[config.mk]
export PLATFORM = sky130hd
export DESIGN_NAME = sspsc_dev_end_flat
export DESIGN_NICKNAME = d
export VERILOG_FILES = /design/src/sspsc_pkg.sv /design/src/sspsc_link_if.sv /design/src/sspsc_dev_end.sv /design/src/flat_wrapper.sv
export SDC_FILE = /design/constraint.sdc
export NUM_CORES = 1
export LEC_CHECK = 0
export ABC_CLOCK_PERIOD_IN_PS = 8200
export BUFFER_PORTS_ARGS = -buffer_cell sky130_fd_sc_hd__buf_2
export CAP_MARGIN = 20
export CORE_ASPECT_RATIO = 1.2
export CORE_MARGIN = 1
export CORE_UTILIZATION = 35
export DETAILED_ROUTE_END_ITERATION = 16
export GPL_TIMING_DRIVEN = 0
export SKIP_CTS_REPAIR_TIMING = 1
export SYNTH_ARGS = -nofsm -noshare
export SYNTH_HDL_FRONTEND = slang
export SYNTH_SLANG_ARGS = --single-unit
[constraint.sdc]
create_clock -name clk -period 8.2 [get_ports clk]
set_input_delay 1.64 -clock clk [delete_from_list [all_inputs] [get_ports clk]]
set_output_delay 1.64 -clock clk [all_outputs]
set_load 0.01 [all_outputs]
[src/sspsc_pkg.sv]
// shared constants and types for the ssc alignment control block
package sspsc_pkg;
  typedef enum logic [2:0] {
    ST_IDLE  = 3'b000,
    ST_OOB   = 3'b001,
    ST_SATA  = 3'b010,
    ST_WIN1  = 3'b011,
    ST_WIN2  = 3'b100,
    ST_WIN3  = 3'b101,
    ST_FINAL = 3'b110,
    ST_UP    = 3'b111
  } sspsc_step_t;
  typedef enum logic [1:0] {
    SPR_NONE   = 2'b00,
    SPR_DOWN   = 2'b01,
    SPR_CENTER = 2'b10
  } sspsc_spread_t;
  typedef enum logic [1:0] {
    PHY_SAS  = 2'b00,
    PHY_EXP  = 2'b01,
    PHY_SATA = 2'b10
  } sspsc_type_t;
  typedef enum logic [1:0] {
    CTX_OUT = 2'b00,
    CTX_SSP = 2'b01,
    CTX_SMP = 2'b10,
    CTX_STP = 2'b11
  } sspsc_ctx_t;
  localparam int RATE_W    = 3;
  localparam int RATE_G15  = 0;
  localparam int RATE_G3   = 1;
  localparam int RATE_G6   = 2;
  localparam int CLK_NS    = 10;
  localparam int OOB_NS    = 2000;
  localparam int SATA_NS   = 4000;
  localparam int WIN_NS    = 4000;
  localparam int FINAL_NS  = 4000;
  localparam int OOB_CYC   = (OOB_NS + CLK_NS - 1) / CLK_NS;
  localparam int SATA_CYC  = (SATA_NS + CLK_NS - 1) / CLK_NS;
  localparam int WIN_CYC   = (WIN_NS + CLK_NS - 1) / CLK_NS;
  localparam int FINAL_CYC = (FINAL_NS + CLK_NS - 1) / CLK_NS;
  localparam int CNT_W     = 10;
  localparam logic [3:0] LCLK_HALF = 4'h6;
  localparam logic [7:0] ALIGN_MIN_SSC = 8'h04;
  localparam logic [9:0] ALIGN_WIN = 10'h100;
  localparam logic [12:0] TOL_CENTER_PPM = 13'h0A28;
  localparam logic [12:0] TOL_SAS_PPM    = 13'h0064;
  localparam logic [12:0] TOL_SATA_PPM   = 13'h015E;
  localparam logic [12:0] TOL_DOWN_PPM   = 13'h13EC;
  localparam logic [12:0] TOL_SDOWN_PPM  = 13'h14E6;
endpackage

[src/sspsc_link_if.sv]
// link signals between the device phy end and the attached phy end
`timescale 1ns/100ps
interface sspsc_link_if;
  import sspsc_pkg::*;
  logic                dev_lclk;
  sspsc_step_t         dev_step;
  logic [RATE_W-1:0]   dev_rates;
  logic                dev_ssc_rx;
  sspsc_spread_t       dev_spread;
  sspsc_type_t         far_type;
  logic [RATE_W-1:0]   far_rates;
  logic                far_ssc_rx;
  logic                far_feat_vld;
  logic                far_sync_ok;
  sspsc_spread_t       far_spread;
  modport dev_end (
    output dev_lclk, dev_step, dev_rates, dev_ssc_rx, dev_spread,
    input  far_type, far_rates, far_ssc_rx, far_feat_vld, far_sync_ok,
           far_spread
  );
  modport far_end (
    input  dev_lclk, dev_step, dev_rates, dev_ssc_rx, dev_spread,
    output far_type, far_rates, far_ssc_rx, far_feat_vld, far_sync_ok,
           far_spread
  );
endinterface

[src/sspsc_dev_end.sv]
// device phy end: reset sequence, spreading selection, align pacing
`timescale 1ns/100ps
// Overview of operation
// - both spreading kinds usable at every rate
// - disk phy accepts center, none, down input
// - non-disk phy on sata accepts sata ranges
// - oob detection unaffected by spread input
// - receiving stays good through both negotiations
// - end device: down if capable, else none
// - expander: center to ssc capable sas
// - expander: none to non-ssc sas
// - expander to sata transmits downspread
// - originated stream: at least 4/256 aligns when spreading
// - one programmable align rate for each of four contexts
// - forwarding expander inserts align on underflow
// - rate matching: no fixed align pattern
// - spreading off while sending oob
// - sata negotiation sent with spreading
// - windows one to three unspread
// - third window: low rate plus features
// - features carry ssc receive flag
// - final window at highest common rate
// - both capable: spread from start of final window
// - spreading held until next oob
module sspsc_dev_end (
  input  wire logic                         clk,
  input  wire logic                         nrst,
  sspsc_link_if.dev_end                     lnk,
  input  wire logic                         is_expander,
  input  wire logic                         is_disk,
  input  wire logic [sspsc_pkg::RATE_W-1:0] my_rates,
  input  wire logic                         my_ssc_rx,
  input  wire logic                         link_reset_req,
  input  wire sspsc_pkg::sspsc_ctx_t        ctx,
  input  wire logic [7:0]                   align_rate [4],
  input  wire logic                         orig_valid,
  input  wire logic                         fwd_mode,
  input  wire logic                         fwd_valid,
  output sspsc_pkg::sspsc_step_t            step,
  output sspsc_pkg::sspsc_spread_t          spread_mode,
  output logic [sspsc_pkg::RATE_W-1:0]      neg_rate,
  output logic                              link_up,
  output logic                              dword_take,
  output logic                              align_ins,
  output sspsc_pkg::sspsc_type_t            att_type,
  output logic                              att_ssc,
  output logic [12:0]                       rx_tol_hi,
  output logic [12:0]                       rx_tol_lo
);
  import sspsc_pkg::*;

  logic [7:0]        sy1_reg;
  logic [7:0]        sy2_reg;
  sspsc_step_t       state_reg;
  sspsc_step_t       state_next;
  logic [CNT_W-1:0]  cnt_reg;
  logic              cnt_done;
  logic              feat_reg;
  logic [RATE_W-1:0] frates_reg;
  logic [RATE_W-1:0] common;
  logic [3:0]        lcnt_reg;
  sspsc_spread_t     sel_mode;
  sspsc_type_t       sy_type;
  logic [CNT_W-1:0]  lim;
  logic [7:0]        eff;
  logic [9:0]        acc_reg;
  logic [9:0]        acc_sum;

  //////////////////////////////////////////////////////////////////////
  // synchronisers for far end pins
  always_ff @(posedge clk or negedge nrst) begin
    if (!nrst) begin
      sy1_reg <= 8'h00;
      sy2_reg <= 8'h00;
    end else begin
      sy1_reg <= {lnk.far_type, lnk.far_rates, lnk.far_ssc_rx,
                  lnk.far_feat_vld, lnk.far_sync_ok};
      sy2_reg <= sy1_reg;
    end
  end

  assign sy_type = sspsc_type_t'(sy2_reg[7:6]);

  //////////////////////////////////////////////////////////////////////
  // link clock divider
  always_ff @(posedge clk or negedge nrst) begin
    if (!nrst) begin
      lcnt_reg     <= 4'h0;
      lnk.dev_lclk <= 1'b0;
    end else if (lcnt_reg == LCLK_HALF - 4'h1) begin
      lcnt_reg     <= 4'h0;
      lnk.dev_lclk <= !lnk.dev_lclk;
    end else begin
      lcnt_reg <= lcnt_reg + 4'h1;
    end
  end

  //////////////////////////////////////////////////////////////////////
  // reset and negotiation sequence
  always_comb begin
    unique case (state_reg)
      ST_OOB:   lim = CNT_W'(OOB_CYC - 1);
      ST_SATA:  lim = CNT_W'(SATA_CYC - 1);
      ST_FINAL: lim = CNT_W'(FINAL_CYC - 1);
      default:  lim = CNT_W'(WIN_CYC - 1);
    endcase
  end

  assign cnt_done = (cnt_reg == lim);

  always_comb begin
    state_next = state_reg;
    unique case (state_reg)
      ST_IDLE:  state_next = ST_OOB;
      ST_OOB:   if (cnt_done)
                  state_next = (sy_type == PHY_SATA) ? ST_SATA : ST_WIN1;
      ST_SATA:  if (cnt_done) state_next = ST_UP;
      ST_WIN1:  if (cnt_done) state_next = ST_WIN2;
      ST_WIN2:  if (cnt_done) state_next = ST_WIN3;
      ST_WIN3:  if (cnt_done) state_next = feat_reg ? ST_FINAL : ST_OOB;
      ST_FINAL: if (cnt_done) state_next = ST_UP;
      ST_UP:    if (!sy2_reg[0]) state_next = ST_OOB;
    endcase
    if (link_reset_req && state_reg != ST_OOB)
      state_next = ST_OOB;
  end

  always_ff @(posedge clk or negedge nrst) begin
    if (!nrst) begin
      state_reg <= ST_IDLE;
      cnt_reg   <= '0;
    end else begin
      state_reg <= state_next;
      if (state_next != state_reg || state_reg == ST_UP)
        cnt_reg <= '0;
      else if (!cnt_done)
        cnt_reg <= cnt_reg + CNT_W'(1);
    end
  end

  //////////////////////////////////////////////////////////////////////
  // attached phy type, features and final rate
  assign common = my_rates & frates_reg;

  always_ff @(posedge clk or negedge nrst) begin
    if (!nrst) begin
      att_type   <= PHY_SAS;
      att_ssc    <= 1'b0;
      feat_reg   <= 1'b0;
      frates_reg <= 3'h0;
      neg_rate   <= 3'h0;
    end else begin
      if (state_reg == ST_OOB && cnt_done)
        att_type <= sy_type;
      if (state_next == ST_OOB && state_reg != ST_OOB)
        feat_reg <= 1'b0;
      else if (state_reg == ST_WIN3 && sy2_reg[1]) begin
        feat_reg   <= 1'b1;
        frates_reg <= sy2_reg[5:3];
        att_ssc    <= sy2_reg[2];
      end
      if (state_next == ST_FINAL && state_reg != ST_FINAL) begin
        if (common[RATE_G6])
          neg_rate <= 3'h4;
        else if (common[RATE_G3])
          neg_rate <= 3'h2;
        else
          neg_rate <= {2'h0, common[RATE_G15]};
      end
    end
  end

  //////////////////////////////////////////////////////////////////////
  // transmit spreading selection
  always_comb begin
    if (att_type == PHY_SATA)
      sel_mode = SPR_DOWN;
    else if (!(att_ssc && my_ssc_rx))
      sel_mode = SPR_NONE;
    else if (is_expander)
      sel_mode = SPR_CENTER;
    else
      sel_mode = SPR_DOWN;
  end

  always_ff @(posedge clk or negedge nrst) begin
    if (!nrst) begin
      spread_mode    <= SPR_NONE;
      lnk.dev_spread <= SPR_NONE;
    end else begin
      unique case (state_next)
        ST_SATA: begin
          spread_mode    <= SPR_DOWN;
          lnk.dev_spread <= SPR_DOWN;
        end
        ST_FINAL: if (state_reg != ST_FINAL) begin
          spread_mode    <= sel_mode;
          lnk.dev_spread <= sel_mode;
        end
        ST_UP: ;
        ST_IDLE, ST_OOB, ST_WIN1, ST_WIN2, ST_WIN3: begin
          spread_mode    <= SPR_NONE;
          lnk.dev_spread <= SPR_NONE;
        end
      endcase
    end
  end

  //////////////////////////////////////////////////////////////////////
  // link outputs and receiver tolerance
  always_ff @(posedge clk or negedge nrst) begin
    if (!nrst) begin
      step           <= ST_IDLE;
      link_up        <= 1'b0;
      lnk.dev_step   <= ST_IDLE;
      lnk.dev_rates  <= 3'h0;
      lnk.dev_ssc_rx <= 1'b0;
      rx_tol_hi      <= TOL_SAS_PPM;
      rx_tol_lo      <= TOL_SAS_PPM;
    end else begin
      step           <= state_next;
      link_up        <= (state_next == ST_UP);
      lnk.dev_step   <= state_next;
      lnk.dev_rates  <= my_rates;
      lnk.dev_ssc_rx <= my_ssc_rx;
      if (!is_disk && att_type == PHY_SATA) begin
        rx_tol_hi <= TOL_SATA_PPM;
        rx_tol_lo <= TOL_SDOWN_PPM;
      end else begin
        rx_tol_hi <= TOL_CENTER_PPM;
        rx_tol_lo <= TOL_DOWN_PPM;
      end
    end
  end

  //////////////////////////////////////////////////////////////////////
  // align insertion pacing
  always_comb begin
    eff = align_rate[ctx];
    if (spread_mode != SPR_NONE && eff < ALIGN_MIN_SSC)
      eff = ALIGN_MIN_SSC;
  end

  assign acc_sum = acc_reg + {2'h0, eff};

  always_ff @(posedge clk or negedge nrst) begin
    if (!nrst) begin
      acc_reg    <= 10'h000;
      align_ins  <= 1'b0;
      dword_take <= 1'b0;
    end else if (state_next != ST_UP) begin
      acc_reg    <= 10'h000;
      align_ins  <= 1'b0;
      dword_take <= 1'b0;
    end else if (is_expander && fwd_mode) begin
      align_ins  <= !fwd_valid;
      dword_take <= fwd_valid;
    end else if (acc_sum >= ALIGN_WIN) begin
      acc_reg    <= acc_sum - ALIGN_WIN;
      align_ins  <= 1'b1;
      dword_take <= 1'b0;
    end else begin
      acc_reg    <= acc_sum;
      align_ins  <= 1'b0;
      dword_take <= orig_valid;
    end
  end
endmodule

[src/flat_wrapper.sv]
// flat-port wrapper written by rule: the top's interface ports become plain ports
module sspsc_dev_end_flat import sspsc_pkg::*;
  (clk, nrst, is_expander, is_disk, my_rates, my_ssc_rx, link_reset_req, ctx, align_rate, orig_valid, fwd_mode, fwd_valid, step, spread_mode, neg_rate, link_up, dword_take, align_ins, att_type, att_ssc, rx_tol_hi, rx_tol_lo, lnk_dev_lclk, lnk_dev_step, lnk_dev_rates, lnk_dev_ssc_rx, lnk_dev_spread, lnk_far_type, lnk_far_rates, lnk_far_ssc_rx, lnk_far_feat_vld, lnk_far_sync_ok, lnk_far_spread);
  sspsc_link_if lnk_i ();
  input  wire logic clk;
  input  wire logic nrst;
  input  wire logic is_expander;
  input  wire logic is_disk;
  input  wire logic [sspsc_pkg::RATE_W-1:0] my_rates;
  input  wire logic my_ssc_rx;
  input  wire logic link_reset_req;
  input  wire sspsc_pkg::sspsc_ctx_t ctx;
  input  wire logic [7:0] align_rate[4];
  input  wire logic orig_valid;
  input  wire logic fwd_mode;
  input  wire logic fwd_valid;
  output sspsc_pkg::sspsc_step_t step;
  output sspsc_pkg::sspsc_spread_t spread_mode;
  output logic [sspsc_pkg::RATE_W-1:0] neg_rate;
  output logic link_up;
  output logic dword_take;
  output logic align_ins;
  output sspsc_pkg::sspsc_type_t att_type;
  output logic att_ssc;
  output logic [12:0] rx_tol_hi;
  output logic [12:0] rx_tol_lo;
  output wire logic [$bits(lnk_i.dev_lclk)-1:0] lnk_dev_lclk;
  output wire logic [$bits(lnk_i.dev_step)-1:0] lnk_dev_step;
  output wire logic [$bits(lnk_i.dev_rates)-1:0] lnk_dev_rates;
  output wire logic [$bits(lnk_i.dev_ssc_rx)-1:0] lnk_dev_ssc_rx;
  output wire logic [$bits(lnk_i.dev_spread)-1:0] lnk_dev_spread;
  input wire logic [$bits(lnk_i.far_type)-1:0] lnk_far_type;
  input wire logic [$bits(lnk_i.far_rates)-1:0] lnk_far_rates;
  input wire logic [$bits(lnk_i.far_ssc_rx)-1:0] lnk_far_ssc_rx;
  input wire logic [$bits(lnk_i.far_feat_vld)-1:0] lnk_far_feat_vld;
  input wire logic [$bits(lnk_i.far_sync_ok)-1:0] lnk_far_sync_ok;
  input wire logic [$bits(lnk_i.far_spread)-1:0] lnk_far_spread;
  assign lnk_dev_lclk = lnk_i.dev_lclk;
  assign lnk_dev_step = lnk_i.dev_step;
  assign lnk_dev_rates = lnk_i.dev_rates;
  assign lnk_dev_ssc_rx = lnk_i.dev_ssc_rx;
  assign lnk_dev_spread = lnk_i.dev_spread;
  assign lnk_i.far_type = lnk_far_type;
  assign lnk_i.far_rates = lnk_far_rates;
  assign lnk_i.far_ssc_rx = lnk_far_ssc_rx;
  assign lnk_i.far_feat_vld = lnk_far_feat_vld;
  assign lnk_i.far_sync_ok = lnk_far_sync_ok;
  assign lnk_i.far_spread = lnk_far_spread;
  sspsc_dev_end u_core (.clk(clk), .nrst(nrst), .lnk(lnk_i), .is_expander(is_expander), .is_disk(is_disk), .my_rates(my_rates), .my_ssc_rx(my_ssc_rx), .link_reset_req(link_reset_req), .ctx(ctx), .align_rate(align_rate), .orig_valid(orig_valid), .fwd_mode(fwd_mode), .fwd_valid(fwd_valid), .step(step), .spread_mode(spread_mode), .neg_rate(neg_rate), .link_up(link_up), .dword_take(dword_take), .align_ins(align_ins), .att_type(att_type), .att_ssc(att_ssc), .rx_tol_hi(rx_tol_hi), .rx_tol_lo(rx_tol_lo));
endmodule
==> results.py <==
metrics = {
    "yosys": {
        "yosys.cell_types.count": 64,
        "synth_flop_cell": "sky130_fd_sc_hd__dfrtp_1",
        "synth.yosys.seq_area_share_pct": 45.9,
        "synth-async-reset-ratio_pct": 100,
        "cell_count_after_synthesis": 343,
        "syn-mean-instance-area_um2": 10.8,
        "netlist.area_leader.share_pct": 44.5,
        "synth.ff_latch_count": 68,
        "synth_largest_area_cell": "sky130_fd_sc_hd__dfrtp_1",
        "synth.top_cells.by_area": "sky130_fd_sc_hd__dfrtp_1 44%, sky130_fd_sc_hd__buf_4 5.3%, sky130_fd_sc_hd__mux4_2 4.9%, sky130_fd_sc_hd__ha_1 3.0%, sky130_fd_sc_hd__a21oi_1 2.6%",
        "syn-cell-area_mm2": 0.00371,
        "synth-edff-count": 0,
        "synthesis.yosys.warnings": 0,
    },
    "clocking": {
        "cts_inserted_buffers": 9,
        "cts.sink_count": 68,
        "clk_latency_ns": 0.33,
        "tritoncts_clock_tree": "built",
        "worst_setup_hold_path_clk_slew_ns": 0.06,
        "cts_buffer_depth": 2,
        "ctsHtreeMaxLevel": 3,
        "cts_root_buffer": "sky130_fd_sc_hd__clkbuf_16",
    },
    "global_routing": {
        "grt_overflow_total": 0,
        "grt_usage_pct": 15.3,
        "first_global_vias": 2829,
        "grt_pass1_wl_um": 12800,
        "largest_net_degree_at_the_start_of_global_routing": 69,
        "grt_antenna_before_repair": 0,
    },
    "pwr": {
        "power.ir.vdd_worst_uv": 90.7,
        "p_per_area_mw_per_mm2": 202,
        "leakage_power_nw": 2.25,
    },
    "cells_and_area": {
        "post_layout_nonfiller_instances": 585,
        "diodes": 0,
        "finalNetCount": 520,
        "layout-area-overhead-vs-synth_pct": 25.8,
        "number_of_fill_cells": 963,
        "final_cell_area_excluding_filler_cells_mm2": 0.00467,
        "final_layout_size_suffix_gt1_share_pct": 36.8,
    },
    "critical_path": {
        "worst-path-max-fanout": 8,
        "critPathLaunchType": "input pin",
        "worst_ep_required_time_ns": 8.47,
        "crit_end_category": "flop",
        "ff2ff_setup_slack_ns": 4.83,
        "critical_path_class": "input pin to flop",
        "timing.critical_path.arrival_ns": 6.06,
    },
    "detailed_routing": {
        "dr.pass1.iters": 4,
        "drt-wirelength-per-cell_um": 13.4,
        "via_count": 2905,
        "avgViaCountPerCell": 4.97,
        "drtAntennaViolNets": 0,
        "drc": 0,
        "drt_first_iter_violations": 86,
        "drt-total-wl_um": 7840,
    },
    "min_path": {
        "holdCritPathClass": "flop to flop",
    },
    "floorplan": {
        "initial_utilization_pct": 36.6,
        "coreArea_mm2": 0.0102,
        "fp.dieH_um": 115,
        "die_area_mm2": 0.0110,
        "chip_width_um": 96.0,
        "row_count": 40,
        "io-pin-count": 106,
    },
    "place": {
        "place_congestion": 0.825,
        "dp_cells": 569,
        "place.port_buffers": 91,
        "placedInstanceArea_mm2": 0.00436,
        "place.detailed.hpwl_um": 5940,
    },
    "sta": {
        "timing.final.crit_period_ns": 5.80,
        "worst_slew_pin_slew_ns": 0.912,
        "finalHoldViolCount": 0,
        "finalClockSkew_ns": 0.00514,
        "rsz0062_at_grt": "no",
        "relative_slew_slack_pct": 38.7,
        "fin_crit_sh_pct": 70.7,
        "achievable-frequency_ghz": 0.173,
        "report.final.setup_viol": 0,
        "setup_tns_ns": 0,
        "timing.final.max_slew_violations": 0,
    },
    "outcome": {
        "outcome": "complete, no violations",
    },
    "flow_run": {
        "max_cap_violations": 0,
    },
}
cell families after synthesis:
logic type	share of synthesized area, %
mux	8.42
compound gates	12.1
buf+inv	8.12
fa+ha+maj	3.57
simple gates	18.5
other cells	0.202
flops	45.9
xor+xnor	3.30
per-stage QoR:
step / util [%] / hold slack [ns] / power (W) / setup WS [ns]
after floorplan: - / 0.331 / 0.000506 / 2.70
after global placement: 42.9 / 0.333 / 0.000556 / 2.17
after detailed placement: 43.0 / 0.336 / 0.000560 / 2.06
after CTS: 46.0 / 0.348 / 0.000956 / 2.40
after global routing: 46.0 / 0.349 / 0.000991 / 2.11
final: 46.0 / 0.346 / 0.000946 / 2.40
Yosys cell counts (4+ instances only):
library cell               number
sky130_fd_sc_hd__xor2_1         7
sky130_fd_sc_hd__dfrtp_1       66
sky130_fd_sc_hd__a31oi_1        4
sky130_fd_sc_hd__clkbuf_1       6
sky130_fd_sc_hd__a21o_1         4
sky130_fd_sc_hd__a21oi_1       19
sky130_fd_sc_hd__xnor2_1        7
sky130_fd_sc_hd__nor2b_1        5
sky130_fd_sc_hd__and3_1         4
sky130_fd_sc_hd__inv_1          8
sky130_fd_sc_hd__nand2_1       25
sky130_fd_sc_hd__ha_1           9
sky130_fd_sc_hd__mux4_2         8
sky130_fd_sc_hd__nor2_1        15
sky130_fd_sc_hd__buf_4         26
sky130_fd_sc_hd__nand3_1        9
sky130_fd_sc_hd__a211oi_1       5
sky130_fd_sc_hd__o21a_1         4
sky130_fd_sc_hd__nor3_1        17
sky130_fd_sc_hd__mux2_1         7
sky130_fd_sc_hd__and2_1         5
sky130_fd_sc_hd__o21ai_0       12
sky130_fd_sc_hd__nor4_1         5
per-layer routing:
layer  up-vias  part of all wire [%]  global-route usage, %  wire [um]
li1       1436                     -                      -          -
met1      1368                    41                   17.2       3190
met2        89                    53                   27.4       4140
met3        12                   4.7                   3.37        372
met4         0                   1.7                   6.37        133
met5         -                     0                      0          0
power by group:
group | internal, W | switching [W]
Clock | 0.000245 | 0.000147
Sequential | 0.000363 | 0.0000273
Combinational | 0.0000741 | 0.0000903
placed cells by master (no fill, tap or decap), drive strengths merged, types with 3 or more instances in the layout:
master	netlist	layout
xnor2	7	7
o21a	4	4
buf	29	120
a21oi	19	19
nor3b	3	3
and3	6	6
mux4	8	8
nor4	7	7
or4	4	4
inv	8	9
o21bai	3	3
or3	3	3
nor2	15	15
nand4	3	3
nand3	9	9
ha	9	9
o21ai	12	12
xor2	7	7
nand2b	3	3
a21o	4	4
clkbuf	8	18
mux2	10	10
nor3	18	18
a31oi	5	5
dfrtp	66	66
and2	5	5
nand2	27	27
conb	2	11
a211oi	5	5
nor2b	5	5
worst max-delay path: stages:
cell	delay [ns]
sky130_fd_sc_hd__clkbuf_1	0.47
sky130_fd_sc_hd__mux4_2	0.61
sky130_fd_sc_hd__or4_1	0.55
sky130_fd_sc_hd__nor4_1	0.36
sky130_fd_sc_hd__nor2b_1	0.16
sky130_fd_sc_hd__ha_1	0.32
sky130_fd_sc_hd__a211oi_1	0.39
sky130_fd_sc_hd__o21ai_0	0.27
sky130_fd_sc_hd__and3_1	0.20
sky130_fd_sc_hd__or3_1	0.38
sky130_fd_sc_hd__o41ai_1	0.45
sky130_fd_sc_hd__and4b_1	0.27
worst paths after layout:
kind                                          startpoint                  end  cells after the start
min in group asynchronous                           nrst  u_core.rx_tol_lo[7]                      1
worst min-delay path                   u_core.sy1_reg[2]    u_core.sy2_reg[2]                      0
worst min register to register         u_core.sy1_reg[2]    u_core.sy2_reg[2]                      0
worst max-delay path                              ctx[0]    u_core.dword_take                     12
max in group asynchronous                           nrst  u_core.state_reg[1]                      1
worst max register to register  u_core.lnk.dev_spread[0]    u_core.dword_take                     10
layout make-up:
cell class                      instances  area (um2)  share of cell area [%]
Inverter                                8        30.0                   0.642
Buffer                                 37         272                    5.81
Multi-Input combinational cell        239        1740                    37.3
Timing Repair Buffer                   91         458                    9.80
Clock inverter                          6        71.3                    1.53
Clock buffer                           10         239                    5.11
Tap cell                              126         158                    3.37
Sequential cell                        68        1700                    36.5
Power figures use the tool's default switching activity.
